===== src/pvs_consts.svh =====
// Purpose: offsets, field positions, reset values and timing counts of the pcm voice slot port
// Assumes: included by the package and the port module
// Notes:   byte addresses on the plain register port, one 16-bit register per word
`ifndef PVS_CONSTS_SVH
`define PVS_CONSTS_SVH

// ==========================================================================
// register offsets
`define PVS_OFS_CTRL        8'h00
`define PVS_OFS_CHAN        8'h04
`define PVS_OFS_BURST       8'h08
`define PVS_OFS_STATUS      8'h0c
`define PVS_OFS_TX0         8'h10
`define PVS_OFS_RX0         8'h20

// ==========================================================================
// control field positions
`define PVS_CTRL_EN         0
`define PVS_CTRL_MASTER     1
`define PVS_CTRL_LONG       2
`define PVS_CTRL_WIDE       3
`define PVS_CTRL_RATE_LO    4
`define PVS_CTRL_BURST      7
`define PVS_CTRL_LSB        8
`define PVS_CTRL_OFS_LO     9
`define PVS_CTRL_FILL_LO    11
`define PVS_CTRL_FVAL_LO    13
`define PVS_CHAN_W          5

// ==========================================================================
// reset values
`define PVS_CTRL_RST        16'h0000
`define PVS_CHAN_RST        15'h0000
`define PVS_BURST_RST       8'h01

// ==========================================================================
// timing
`define PVS_SYS_HZ          10000000
`define PVS_RATE_BASE_HZ    128000
`define PVS_HALF_BASE       (`PVS_SYS_HZ / (2 * `PVS_RATE_BASE_HZ))
`define PVS_SLOT_BITS       16
`define PVS_LONG_BITS       3
`define PVS_CHANS           3

`endif


===== src/pvs_pkg.sv =====
// Purpose: types of the pcm voice slot port
// Assumes: pvs_consts.svh
// Notes:   all state of the port lives in one packed struct
`include "pvs_consts.svh"

package pvs_pkg;

  // ========================================================================
  // fill modes for the three spare bits of a transmitted word
  typedef enum logic [1:0] {
    PVS_FILL_ZERO = 2'b00,
    PVS_FILL_ONE  = 2'b01,
    PVS_FILL_SIGN = 2'b10,
    PVS_FILL_PROG = 2'b11
  } pvs_fill_t;

  // ========================================================================
  // whole state of the port
  typedef struct packed {
    logic [2:0]       clkSync;
    logic [2:0]       syncSync;
    logic [1:0]       dinSync;
    logic             syncLast;
    logic [7:0]       divCnt;
    logic             clkOut;
    logic             syncOut;
    logic             dout;
    logic             doutOe_n;
    logic [7:0]       bitCnt;
    logic             startPend;
    logic [15:0]      rxShift;
    logic [15:0]      ctrl;
    logic [14:0]      chan;
    logic [7:0]       burstHalf;
    logic [2:0][12:0] txSample;
    logic [2:0][15:0] rxWord;
    logic [2:0]       rxReady;
    logic [2:0]       txDone;
    logic [15:0]      rdata;
  } pvs_state_t;

endpackage


===== src/pvs_pcm_port.sv =====
// Purpose: time-slotted pcm voice port, three full-duplex channels on one bus
// Assumes: sys_clk 10 MHz; pcm pins arrive from outside and are synchronised
// Notes:   bit clock edges are found by sampling, so the bit clock must be
//          well below a quarter of sys_clk
//
// Functional notes
// - up to three full-duplex channels share bus
// - frame at 8 or 16 kHz, max 16 slots
// - slot count follows selected bit-clock rate
// - channel transmits and receives in same slot
// - data output released on unowned slots
// - release after falling edge in last bit
// - short and long sync, master or slave
// - short sync one bit wide, rising-aligned
// - slave samples sync high on falling edge
// - slot zero starts at following rising edge
// - long sync three bits from slot zero
// - 13 of 16 word bits carry sample
// - sample position and bit order configurable
// - spare bits ignored in, filled out selectably
// - reset format left-justified, msb first
// - burst mode runs bus much faster
// - master drives clock and sync, slave receives
//
// Strobed register access and the placing of the registers were chosen for this implementation.
`include "pvs_consts.svh"
module pvs_pcm_port
  import pvs_pkg::*;
(
  // clock, reset, enable
  input  wire logic        sys_clk,
  input  wire logic        rst_n,
  input  wire logic        clkEn,
  // register port
  input  wire logic [7:0]  regAddr,
  input  wire logic [15:0] regWdata,
  input  wire logic        regWr,
  input  wire logic        regRd,
  output logic      [15:0] regRdata,
  // pcm bit clock pin
  input  wire logic        pcmClkIn,
  output logic             pcmClkOut,
  output logic             pcmClkOe_n,
  // pcm frame sync pin
  input  wire logic        pcmSyncIn,
  output logic             pcmSyncOut,
  output logic             pcmSyncOe_n,
  // pcm data pins
  input  wire logic        pcmDin,
  output logic             pcmDout,
  output logic             pcmDoutOe_n
);

  // ==========================================================================
  // state
  localparam pvs_state_t ST_RST = '{
    doutOe_n:  1'b1,
    ctrl:      `PVS_CTRL_RST,
    chan:      `PVS_CHAN_RST,
    burstHalf: `PVS_BURST_RST,
    default:   '0
  };

  pvs_state_t st_ff;
  pvs_state_t nxt_st;

  // ==========================================================================
  // decoded control
  logic        enable;
  logic        master;
  logic        longSync;
  logic        wide;
  logic [2:0]  rateSel;
  logic        burst;
  logic        lsbFirst;
  logic [1:0]  wordOfs;
  pvs_fill_t   fillMode;
  logic [2:0]  fillVal;
  logic [2:0]  slotLog;
  logic [7:0]  lastBit;
  logic [7:0]  halfPer;
  logic [7:0]  nextBit;
  logic        riseEv;
  logic        fallEv;
  logic        syncSeen;

  assign enable   = st_ff.ctrl[`PVS_CTRL_EN];
  assign master   = st_ff.ctrl[`PVS_CTRL_MASTER];
  assign longSync = st_ff.ctrl[`PVS_CTRL_LONG];
  assign wide     = st_ff.ctrl[`PVS_CTRL_WIDE];
  assign rateSel  = st_ff.ctrl[`PVS_CTRL_RATE_LO +: 3];
  assign burst    = st_ff.ctrl[`PVS_CTRL_BURST];
  assign lsbFirst = st_ff.ctrl[`PVS_CTRL_LSB];
  assign wordOfs  = st_ff.ctrl[`PVS_CTRL_OFS_LO +: 2];
  assign fillMode = pvs_fill_t'(st_ff.ctrl[`PVS_CTRL_FILL_LO +: 2]);
  assign fillVal  = st_ff.ctrl[`PVS_CTRL_FVAL_LO +: 3];

  // ==========================================================================
  // frame geometry: slots = rate / (frame rate * 16), capped at 16
  always_comb
  begin
    slotLog = 3'h0;
    if (rateSel > 3'h4)
    begin
      slotLog = 3'h4;
    end
    else if (wide && rateSel != 3'h0)
    begin
      slotLog = rateSel - 3'h1;
    end
    else if (!wide)
    begin
      slotLog = rateSel;
    end
  end

  assign lastBit = 8'((9'h010 << slotLog) - 9'h001);

  // burst swaps in a short host-chosen half period; only a register write sets it
  assign halfPer = burst ? st_ff.burstHalf
                         : 8'(`PVS_HALF_BASE >> rateSel);

  // ==========================================================================
  // bit clock edges: own divider in master, sampled pin in slave
  always_comb
  begin
    riseEv = 1'b0;
    fallEv = 1'b0;
    if (enable && master)
    begin
      riseEv = (st_ff.divCnt == 8'h00) && !st_ff.clkOut;
      fallEv = (st_ff.divCnt == 8'h00) && st_ff.clkOut;
    end
    else if (enable)
    begin
      riseEv = st_ff.clkSync[1] && !st_ff.clkSync[2];
      fallEv = !st_ff.clkSync[1] && st_ff.clkSync[2];
    end
  end

  assign syncSeen = st_ff.syncSync[1];

  // bit counter value after the coming rising edge
  always_comb
  begin
    nextBit = st_ff.bitCnt + 8'h01;
    // a pending start also opens bit zero on the first edge after enable
    if (st_ff.startPend)
    begin
      nextBit = 8'h00;
    end
    else if (st_ff.bitCnt >= lastBit)
    begin
      nextBit = 8'h00;
    end
  end

  // ==========================================================================
  // per-channel slot match and word formatting
  logic [2:0]       txHit;
  logic [2:0]       rxHit;
  logic [2:0][15:0] txWord;
  logic [2:0][15:0] rxSample;

  genvar ch;
  generate
    for (ch = 0; ch < `PVS_CHANS; ch = ch + 1)
    begin : g_chan
      logic        chEn;
      logic [3:0]  chSlot;
      logic [2:0]  pad;
      logic [31:0] txDbl;
      logic [15:0] txRot;
      logic [15:0] txRev;
      logic [15:0] rxWire;
      logic [15:0] rxRev;
      logic [31:0] rxDbl;

      assign chEn   = st_ff.chan[ch * `PVS_CHAN_W + 4];
      assign chSlot = st_ff.chan[ch * `PVS_CHAN_W +: 4];
      // tx and rx use one slot index per channel
      assign txHit[ch] = chEn && (chSlot == nextBit[7:4]);
      assign rxHit[ch] = chEn && (chSlot == st_ff.bitCnt[7:4]);

      always_comb
      begin
        case (fillMode)
          PVS_FILL_ZERO: pad = 3'h0;
          PVS_FILL_ONE:  pad = 3'h7;
          PVS_FILL_SIGN: pad = {3{st_ff.txSample[ch][12]}};
          PVS_FILL_PROG: pad = fillVal;
          default:       pad = 3'h0;
        endcase
      end

      // rotating {sample, pad} moves the 13 bits down; pad bits wrap to the top
      assign txDbl      = {st_ff.txSample[ch], pad, st_ff.txSample[ch], pad} >> wordOfs;
      assign txRot      = txDbl[15:0];
      assign txRev      = {<<{txRot}};
      assign txWord[ch] = lsbFirst ? txRev : txRot;

      // spare bits fall away on receive
      assign rxRev         = {<<{st_ff.rxWord[ch]}};
      assign rxWire        = lsbFirst ? rxRev : st_ff.rxWord[ch];
      assign rxDbl         = {rxWire, rxWire} << wordOfs;
      assign rxSample[ch]  = {{3{rxDbl[31]}}, rxDbl[31:19]};
    end
  endgenerate

  // lowest channel wins if software maps two channels onto one slot
  logic [1:0] txSel;
  logic [1:0] rxSel;

  always_comb
  begin
    txSel = 2'h0;
    rxSel = 2'h0;
    if (txHit[0])
    begin
      txSel = 2'h0;
    end
    else if (txHit[1])
    begin
      txSel = 2'h1;
    end
    else if (txHit[2])
    begin
      txSel = 2'h2;
    end
    if (rxHit[0])
    begin
      rxSel = 2'h0;
    end
    else if (rxHit[1])
    begin
      rxSel = 2'h1;
    end
    else if (rxHit[2])
    begin
      rxSel = 2'h2;
    end
  end

  // ==========================================================================
  // next state
  logic [2:0] rxSet;
  logic [2:0] txSet;

  always_comb
  begin
    nxt_st = st_ff;
    rxSet  = 3'h0;
    txSet  = 3'h0;

    // pins pass two flops before anything looks at them
    nxt_st.clkSync  = {st_ff.clkSync[1:0], pcmClkIn};
    nxt_st.syncSync = {st_ff.syncSync[1:0], pcmSyncIn};
    nxt_st.dinSync  = {st_ff.dinSync[0], pcmDin};

    // bit clock divider
    if (!(enable && master))
    begin
      nxt_st.divCnt  = 8'h00;
      nxt_st.clkOut  = 1'b0;
      nxt_st.syncOut = 1'b0;
    end
    else if (st_ff.divCnt == 8'h00)
    begin
      nxt_st.divCnt = (halfPer == 8'h00) ? 8'h00 : halfPer - 8'h01;
      nxt_st.clkOut = !st_ff.clkOut;
    end
    else
    begin
      nxt_st.divCnt = st_ff.divCnt - 8'h01;
    end

    if (!enable)
    begin
      nxt_st.bitCnt    = 8'h00;
      nxt_st.startPend = 1'b1;
      nxt_st.doutOe_n  = 1'b1;
    end

    // rising edge: advance bit, launch tx bit, master sync
    if (riseEv)
    begin
      nxt_st.bitCnt    = nextBit;
      nxt_st.startPend = 1'b0;
      if (|txHit)
      begin
        nxt_st.dout     = txWord[txSel][4'hf - nextBit[3:0]];
        nxt_st.doutOe_n = 1'b0;
        if (nextBit[3:0] == 4'hf)
        begin
          txSet[txSel] = 1'b1;
        end
      end
      else
      begin
        nxt_st.doutOe_n = 1'b1;
      end
      // a slave leaves its sync output at rest; only the master times frames
      if (longSync && master)
      begin
        nxt_st.syncOut = nextBit < 8'(`PVS_LONG_BITS);
      end
      else if (master)
      begin
        nxt_st.syncOut = nextBit == lastBit;
      end
    end

    // falling edge: sample data, release driver, slave sync detect
    if (fallEv)
    begin
      nxt_st.rxShift = {st_ff.rxShift[14:0], st_ff.dinSync[1]};
      if ((|rxHit) && st_ff.bitCnt[3:0] == 4'hf)
      begin
        nxt_st.rxWord[rxSel] = {st_ff.rxShift[14:0], st_ff.dinSync[1]};
        rxSet[rxSel]         = 1'b1;
      end
      if (st_ff.bitCnt[3:0] == 4'hf)
      begin
        nxt_st.doutOe_n = 1'b1;
      end
      nxt_st.syncLast = syncSeen;
      if (!master && !longSync && syncSeen)
      begin
        nxt_st.startPend = 1'b1;
      end
      // long sync first seen high inside bit zero
      if (!master && longSync && syncSeen && !st_ff.syncLast)
      begin
        nxt_st.bitCnt = 8'h00;
      end
    end

    // register writes
    if (regWr)
    begin
      case (regAddr)
        `PVS_OFS_CTRL:   nxt_st.ctrl = regWdata;
        `PVS_OFS_CHAN:   nxt_st.chan = regWdata[14:0];
        `PVS_OFS_BURST:  nxt_st.burstHalf = regWdata[7:0];
        `PVS_OFS_TX0:    nxt_st.txSample[0] = regWdata[12:0];
        `PVS_OFS_TX0 + 8'h04: nxt_st.txSample[1] = regWdata[12:0];
        `PVS_OFS_TX0 + 8'h08: nxt_st.txSample[2] = regWdata[12:0];
        default: ;
      endcase
    end

    // sticky flags: write one clears, a new event in the same cycle wins
    if (regWr && regAddr == `PVS_OFS_STATUS)
    begin
      nxt_st.rxReady = st_ff.rxReady & ~regWdata[2:0];
      nxt_st.txDone  = st_ff.txDone & ~regWdata[5:3];
    end
    nxt_st.rxReady = nxt_st.rxReady | rxSet;
    nxt_st.txDone  = nxt_st.txDone | txSet;

    // reads answer in the following cycle
    nxt_st.rdata = 16'h0000;
    if (regRd)
    begin
      case (regAddr)
        `PVS_OFS_CTRL:   nxt_st.rdata = st_ff.ctrl;
        `PVS_OFS_CHAN:   nxt_st.rdata = {1'b0, st_ff.chan};
        `PVS_OFS_BURST:  nxt_st.rdata = {8'h00, st_ff.burstHalf};
        `PVS_OFS_STATUS: nxt_st.rdata = {st_ff.bitCnt, 1'b0, !st_ff.doutOe_n,
                                         st_ff.txDone, st_ff.rxReady};
        `PVS_OFS_TX0:    nxt_st.rdata = {3'h0, st_ff.txSample[0]};
        `PVS_OFS_TX0 + 8'h04: nxt_st.rdata = {3'h0, st_ff.txSample[1]};
        `PVS_OFS_TX0 + 8'h08: nxt_st.rdata = {3'h0, st_ff.txSample[2]};
        `PVS_OFS_RX0:    nxt_st.rdata = rxSample[0];
        `PVS_OFS_RX0 + 8'h04: nxt_st.rdata = rxSample[1];
        `PVS_OFS_RX0 + 8'h08: nxt_st.rdata = rxSample[2];
        default:         nxt_st.rdata = 16'h0000;
      endcase
    end
  end

  // ==========================================================================
  // state register
  always_ff @(posedge sys_clk or negedge rst_n)
  begin
    if (!rst_n)
    begin
      st_ff <= ST_RST;
    end
    else if (clkEn)
    begin
      st_ff <= nxt_st;
    end
  end

  // ==========================================================================
  // outputs
  assign regRdata    = st_ff.rdata;
  assign pcmClkOut   = st_ff.clkOut;
  assign pcmClkOe_n  = !(enable && master);
  assign pcmSyncOut  = st_ff.syncOut;
  assign pcmSyncOe_n = !(enable && master);
  assign pcmDout     = st_ff.dout;
  assign pcmDoutOe_n = st_ff.doutOe_n;

endmodule


===== config.mk =====
export PLATFORM = sky130hd
export DESIGN_NAME = pvs_pcm_port
export DESIGN_NICKNAME = d
export VERILOG_FILES = /design/src/pvs_pkg.sv /design/src/pvs_pcm_port.sv
export VERILOG_INCLUDE_DIRS = /design/src
export SDC_FILE = /design/constraint.sdc
export NUM_CORES = 1
export LEC_CHECK = 0
export CAP_MARGIN = 15
export CORE_MARGIN = 2
export CORE_UTILIZATION = 50
export CTS_BUF_LIST = sky130_fd_sc_hd__clkbuf_8
export CTS_CLUSTER_SIZE = 12
export DETAILED_ROUTE_END_ITERATION = 6
export DONT_BUFFER_PORTS = 1
export MAX_ROUTING_LAYER = met4
export SLEW_MARGIN = 20
export SYNTH_ARGS = -nofsm -noshare
export SYNTH_HDL_FRONTEND = slang
export SYNTH_SLANG_ARGS = --single-unit

===== constraint.sdc =====
create_clock -name sys_clk -period 6.4 [get_ports sys_clk]
set_input_delay 0.32 -clock sys_clk [delete_from_list [all_inputs] [get_ports sys_clk]]
set_output_delay 0.32 -clock sys_clk [all_outputs]
set_load 0.03 [all_outputs]

==> metrics.json <==
{
  "total_power_w": 0.00234,
  "groute.usage.overall_pct": 29.6,
  "cts_tree": "built",
  "grt_antenna_before_repair": 0,
  "fin_area_um2": 13700,
  "placement.cell_area_um2": 13000,
  "worstPathCellList": "inv_1 > ha_1 > nand3b_1 > o21ai_0 > nand2_1 > inv_1 > nor2_1 > inv_1 > ha_1 > xnor2_1 > ha_1 > nand4_1 > or3b_1 > a21oi_4 > xnor2_1 > nand3_2 > o211ai_2 > mux4_2 > and3_1 > a31oi_1 > a2111oi_1 > a211o_1",
  "clock_period_minus_worst_slack_ps": 5450,
  "route.final.wire_length_um": 37600,
  "path_max_fanout": 15,
  "dp_cells": 1440,
  "setup_viol": 0,
  "cts_resized": 0,
  "syn_inst": 1192,
  "yosysUniqueCellTypes": 86,
  "critical-path-slowest-cell": "sky130_fd_sc_hd__o211ai_2",
  "drt_first_iter_violations": 1234,
  "edff_count_synth": 0,
  "routed_wire_length_per_instance_um": 25.2,
  "post_synthesis_area_per_instance_um2": 10.9,
  "slew_violations": 0,
  "maxCapViolations": 0,
  "worst_setup_hold_path_clk_slew_ps": 110,
  "grt_overflow": 0,
  "grt_pass1_vias": 9555,
  "insertedDiodeCount": 0,
  "post-route-drc-count": 0,
  "hold_buffers": 23,
  "initial_utilization_pct": 51.2,
  "die_height_um": 165,
  "vias": 9998,
  "cts_inserted_buffers": 17,
  "post-route-worst-setup-slack_ps": 952,
  "upper_clock_frequency_limit_ghz": 0.184,
  "layout-drive-gt1-share_pct": 27.2,
  "layout-area-overhead-vs-synth_pct": 5.84,
  "criticalPathCategory": "reg2reg",
  "drtPass1Iterations": 6,
  "cp.arrival_ps": 5810,
  "worst-slew-pin-transition_ps": 1220,
  "port_buffers": 0,
  "worst_skew_pair.late_latency_ps": 490,
  "yosys_warnings": 0,
  "cts.root.buffer_cell": "sky130_fd_sc_hd__clkbuf_8",
  "dpl.hpwl_um": 26600,
  "floorplan.core_area_um2": 25300,
  "critical_path.endpoint_type": "register",
  "cts.sink_count": 192,
  "timing.max_slew.rel_slack_pct": 17.8,
  "gpl.final_weighted_congestion": 0.893,
  "number_of_inserted_filler_cells_in_the_final_layout": 2234,
  "synth_ff_type": "sky130_fd_sc_hd__dfrtp_1",
  "stdcell_count": 1495,
  "synth_nets": 1238,
  "final_net_count": 1198,
  "critPathMaxStageDelay_ps": 630,
  "cell_area_power_density_nw_per_um2": 171,
  "rsz_0062_raised_after_global_routing": "no",
  "final.setup.tns_ps": 0,
  "seqCellArea_um2": 4820,
  "ir_worst_vdd_mv": 0.138,
  "vias_per_cell": 6.69,
  "area_of_combinational_cells_with_multiple_inputs_um2": 7570,
  "setup_ws_pre_cts_ps": 1000,
  "synth-seq-cells": 192,
  "full_die_area_um2": 27200,
  "hold_class": "in2reg",
  "postSynth.asyncResetShare_pct": 100,
  "postRouteAntennaNets": 0,
  "clock_tree.buffer_depth": 2,
  "io_pins": 54,
  "static-leakage-power_nw": 5.67,
  "die_w_um": 165,
  "grt_first_pass_wirelength_um": 58700,
  "htreeDepth": 4,
  "clock_skew_ps": 25.9,
  "status": "complete, no violations",
  "synth.cell_area_um2": 13000,
  "startpoint_type": "register",
  "required_time_at_the_worst_slack_endpoint_ps": 6770,
  "grt_start_max_net_pins": 193,
  "fin_crit_sh_pct": 85.1,
  "cts_setup_buffers": 0,
  "finalHoldViolCount": 0,
  "std_cell_rows": 58,
  "synth_sequential_area_ratio_pct": 37.1
}
==> area by class of cell <==
| type | count | share of cell area (%) |
|---|---|---|
| clock buffer | 19 | 1.91 |
| clock inverter | 13 | 1.22 |
| inverter | 37 | 1.01 |
| multi-input combinational | 866 | 55.2 |
| sequential | 192 | 35.1 |
| tap | 330 | 3.01 |
| timing repair buffer | 38 | 2.59 |
==> power breakdown <==
part / switching (W) / total, W / internal (W)
Combinational: 0.000108 / 0.000189 / 0.0000808
Sequential: 0.0000441 / 0.00128 / 0.00123
Clock: 0.000494 / 0.000878 / 0.000384
==> worst paths after layout <==
check,start,to,slack (ps),cells past startpoint
setup / recovery,rateSel[0],pcmDout,950,22
hold / removal,clkEn,st_ff[180],20,3
setup reg to reg,rateSel[0],pcmDout,950,22
hold reg to reg,st_ff[21],st_ff[21],490,1
max in group asynchronous,rst_n,st_ff[142],4970,2
min in group asynchronous,rst_n,st_ff[172],470,2
==> cells by family after synthesis <==
kind of cell             share of synthesized area [%]
AO/OA/AOI/OAI                                     14.1
XOR/XNOR                                          2.17
adder cells (fa/ha/maj)                           1.35
buffers and inverters                             4.80
flip-flops                                        37.1
multiplexers                                      29.6
AND/OR/NAND/NOR                                   10.9
==> synthesized netlist by cell type, drive strengths merged, types with 11 or more instances <==
cell	number	area, um^2
a21oi	47	246
a22o	12	105
o22ai	16	100
a22oi	35	263
xnor2	22	211
nand2	101	382
buf	52	314
o21ai	63	319
dfrtp	190	4750
clkbuf	45	169
a211oi	20	173
nor3	12	60.1
ha	14	175
inv	36	135
nand3	26	153
mux4	75	1690
mux2	161	1810
nor2b	11	68.8
mux2i	33	330
nor2	74	278
==> state kept, by name, indices dropped and copies added, names as in the netlist <==
name and count:
longSync 1, g_chan.chSlot 12, g_chan.rxRev 48, g_chan.chEn 3, nxt_st 5, fillVal 3
pcmDoutOe_n 1, lsbFirst 1, enable 1, master 1, fillMode 2, pcmSyncOut 1
pcmClkOut 1, pcmDout 1, burst 1, st_ff 91, regRdata 16, rateSel 3
==> worst max-delay path, delay by kind of cell (launching register included) <==
family,cells,cell delay [ps]
compound gates,6,1550
xor+xnor,2,370
fa+ha+maj,3,820
buf+inv,3,260
flops,1,540
mux,1,570
simple gates,7,1210
==> stage by stage <==
step	utilization, %	hold slack, ps
detailed placement	51.5	32.3
finish	54.2	23.7
global placement	51.5	31.1
floorplan	-	24.4
global route	54.2	18.0
CTS	54.2	2.51
==> cell usage in the layout, fill, tap and decap left out, types with 17 or more instances in the layout <==
cell	count
sky130_fd_sc_hd__a211oi_1	17
sky130_fd_sc_hd__a21oi_1	46
sky130_fd_sc_hd__a22oi_1	35
sky130_fd_sc_hd__clkbuf_8	19
sky130_fd_sc_hd__dfrtp_1	187
sky130_fd_sc_hd__dlygate4sd3_1	21
sky130_fd_sc_hd__inv_1	35
sky130_fd_sc_hd__mux2_2	159
sky130_fd_sc_hd__mux2i_1	33
sky130_fd_sc_hd__mux4_2	75
sky130_fd_sc_hd__nand2_1	100
sky130_fd_sc_hd__nand3_1	22
sky130_fd_sc_hd__nor2_1	74
sky130_fd_sc_hd__o21ai_0	59
sky130_fd_sc_hd__xnor2_1	21
==> routing by layer <==
| metal | routed length [um] | global-route usage [%] |
|---|---|---|
| met2 | 17700 | 45.3 |
| met5 | 0 | - |
| met3 | 2360 | 3.77 |
| met4 | 913 | 8.85 |
| met1 | 16700 | 41.5 |
Note: power is estimated with default switching activity, not from simulation.
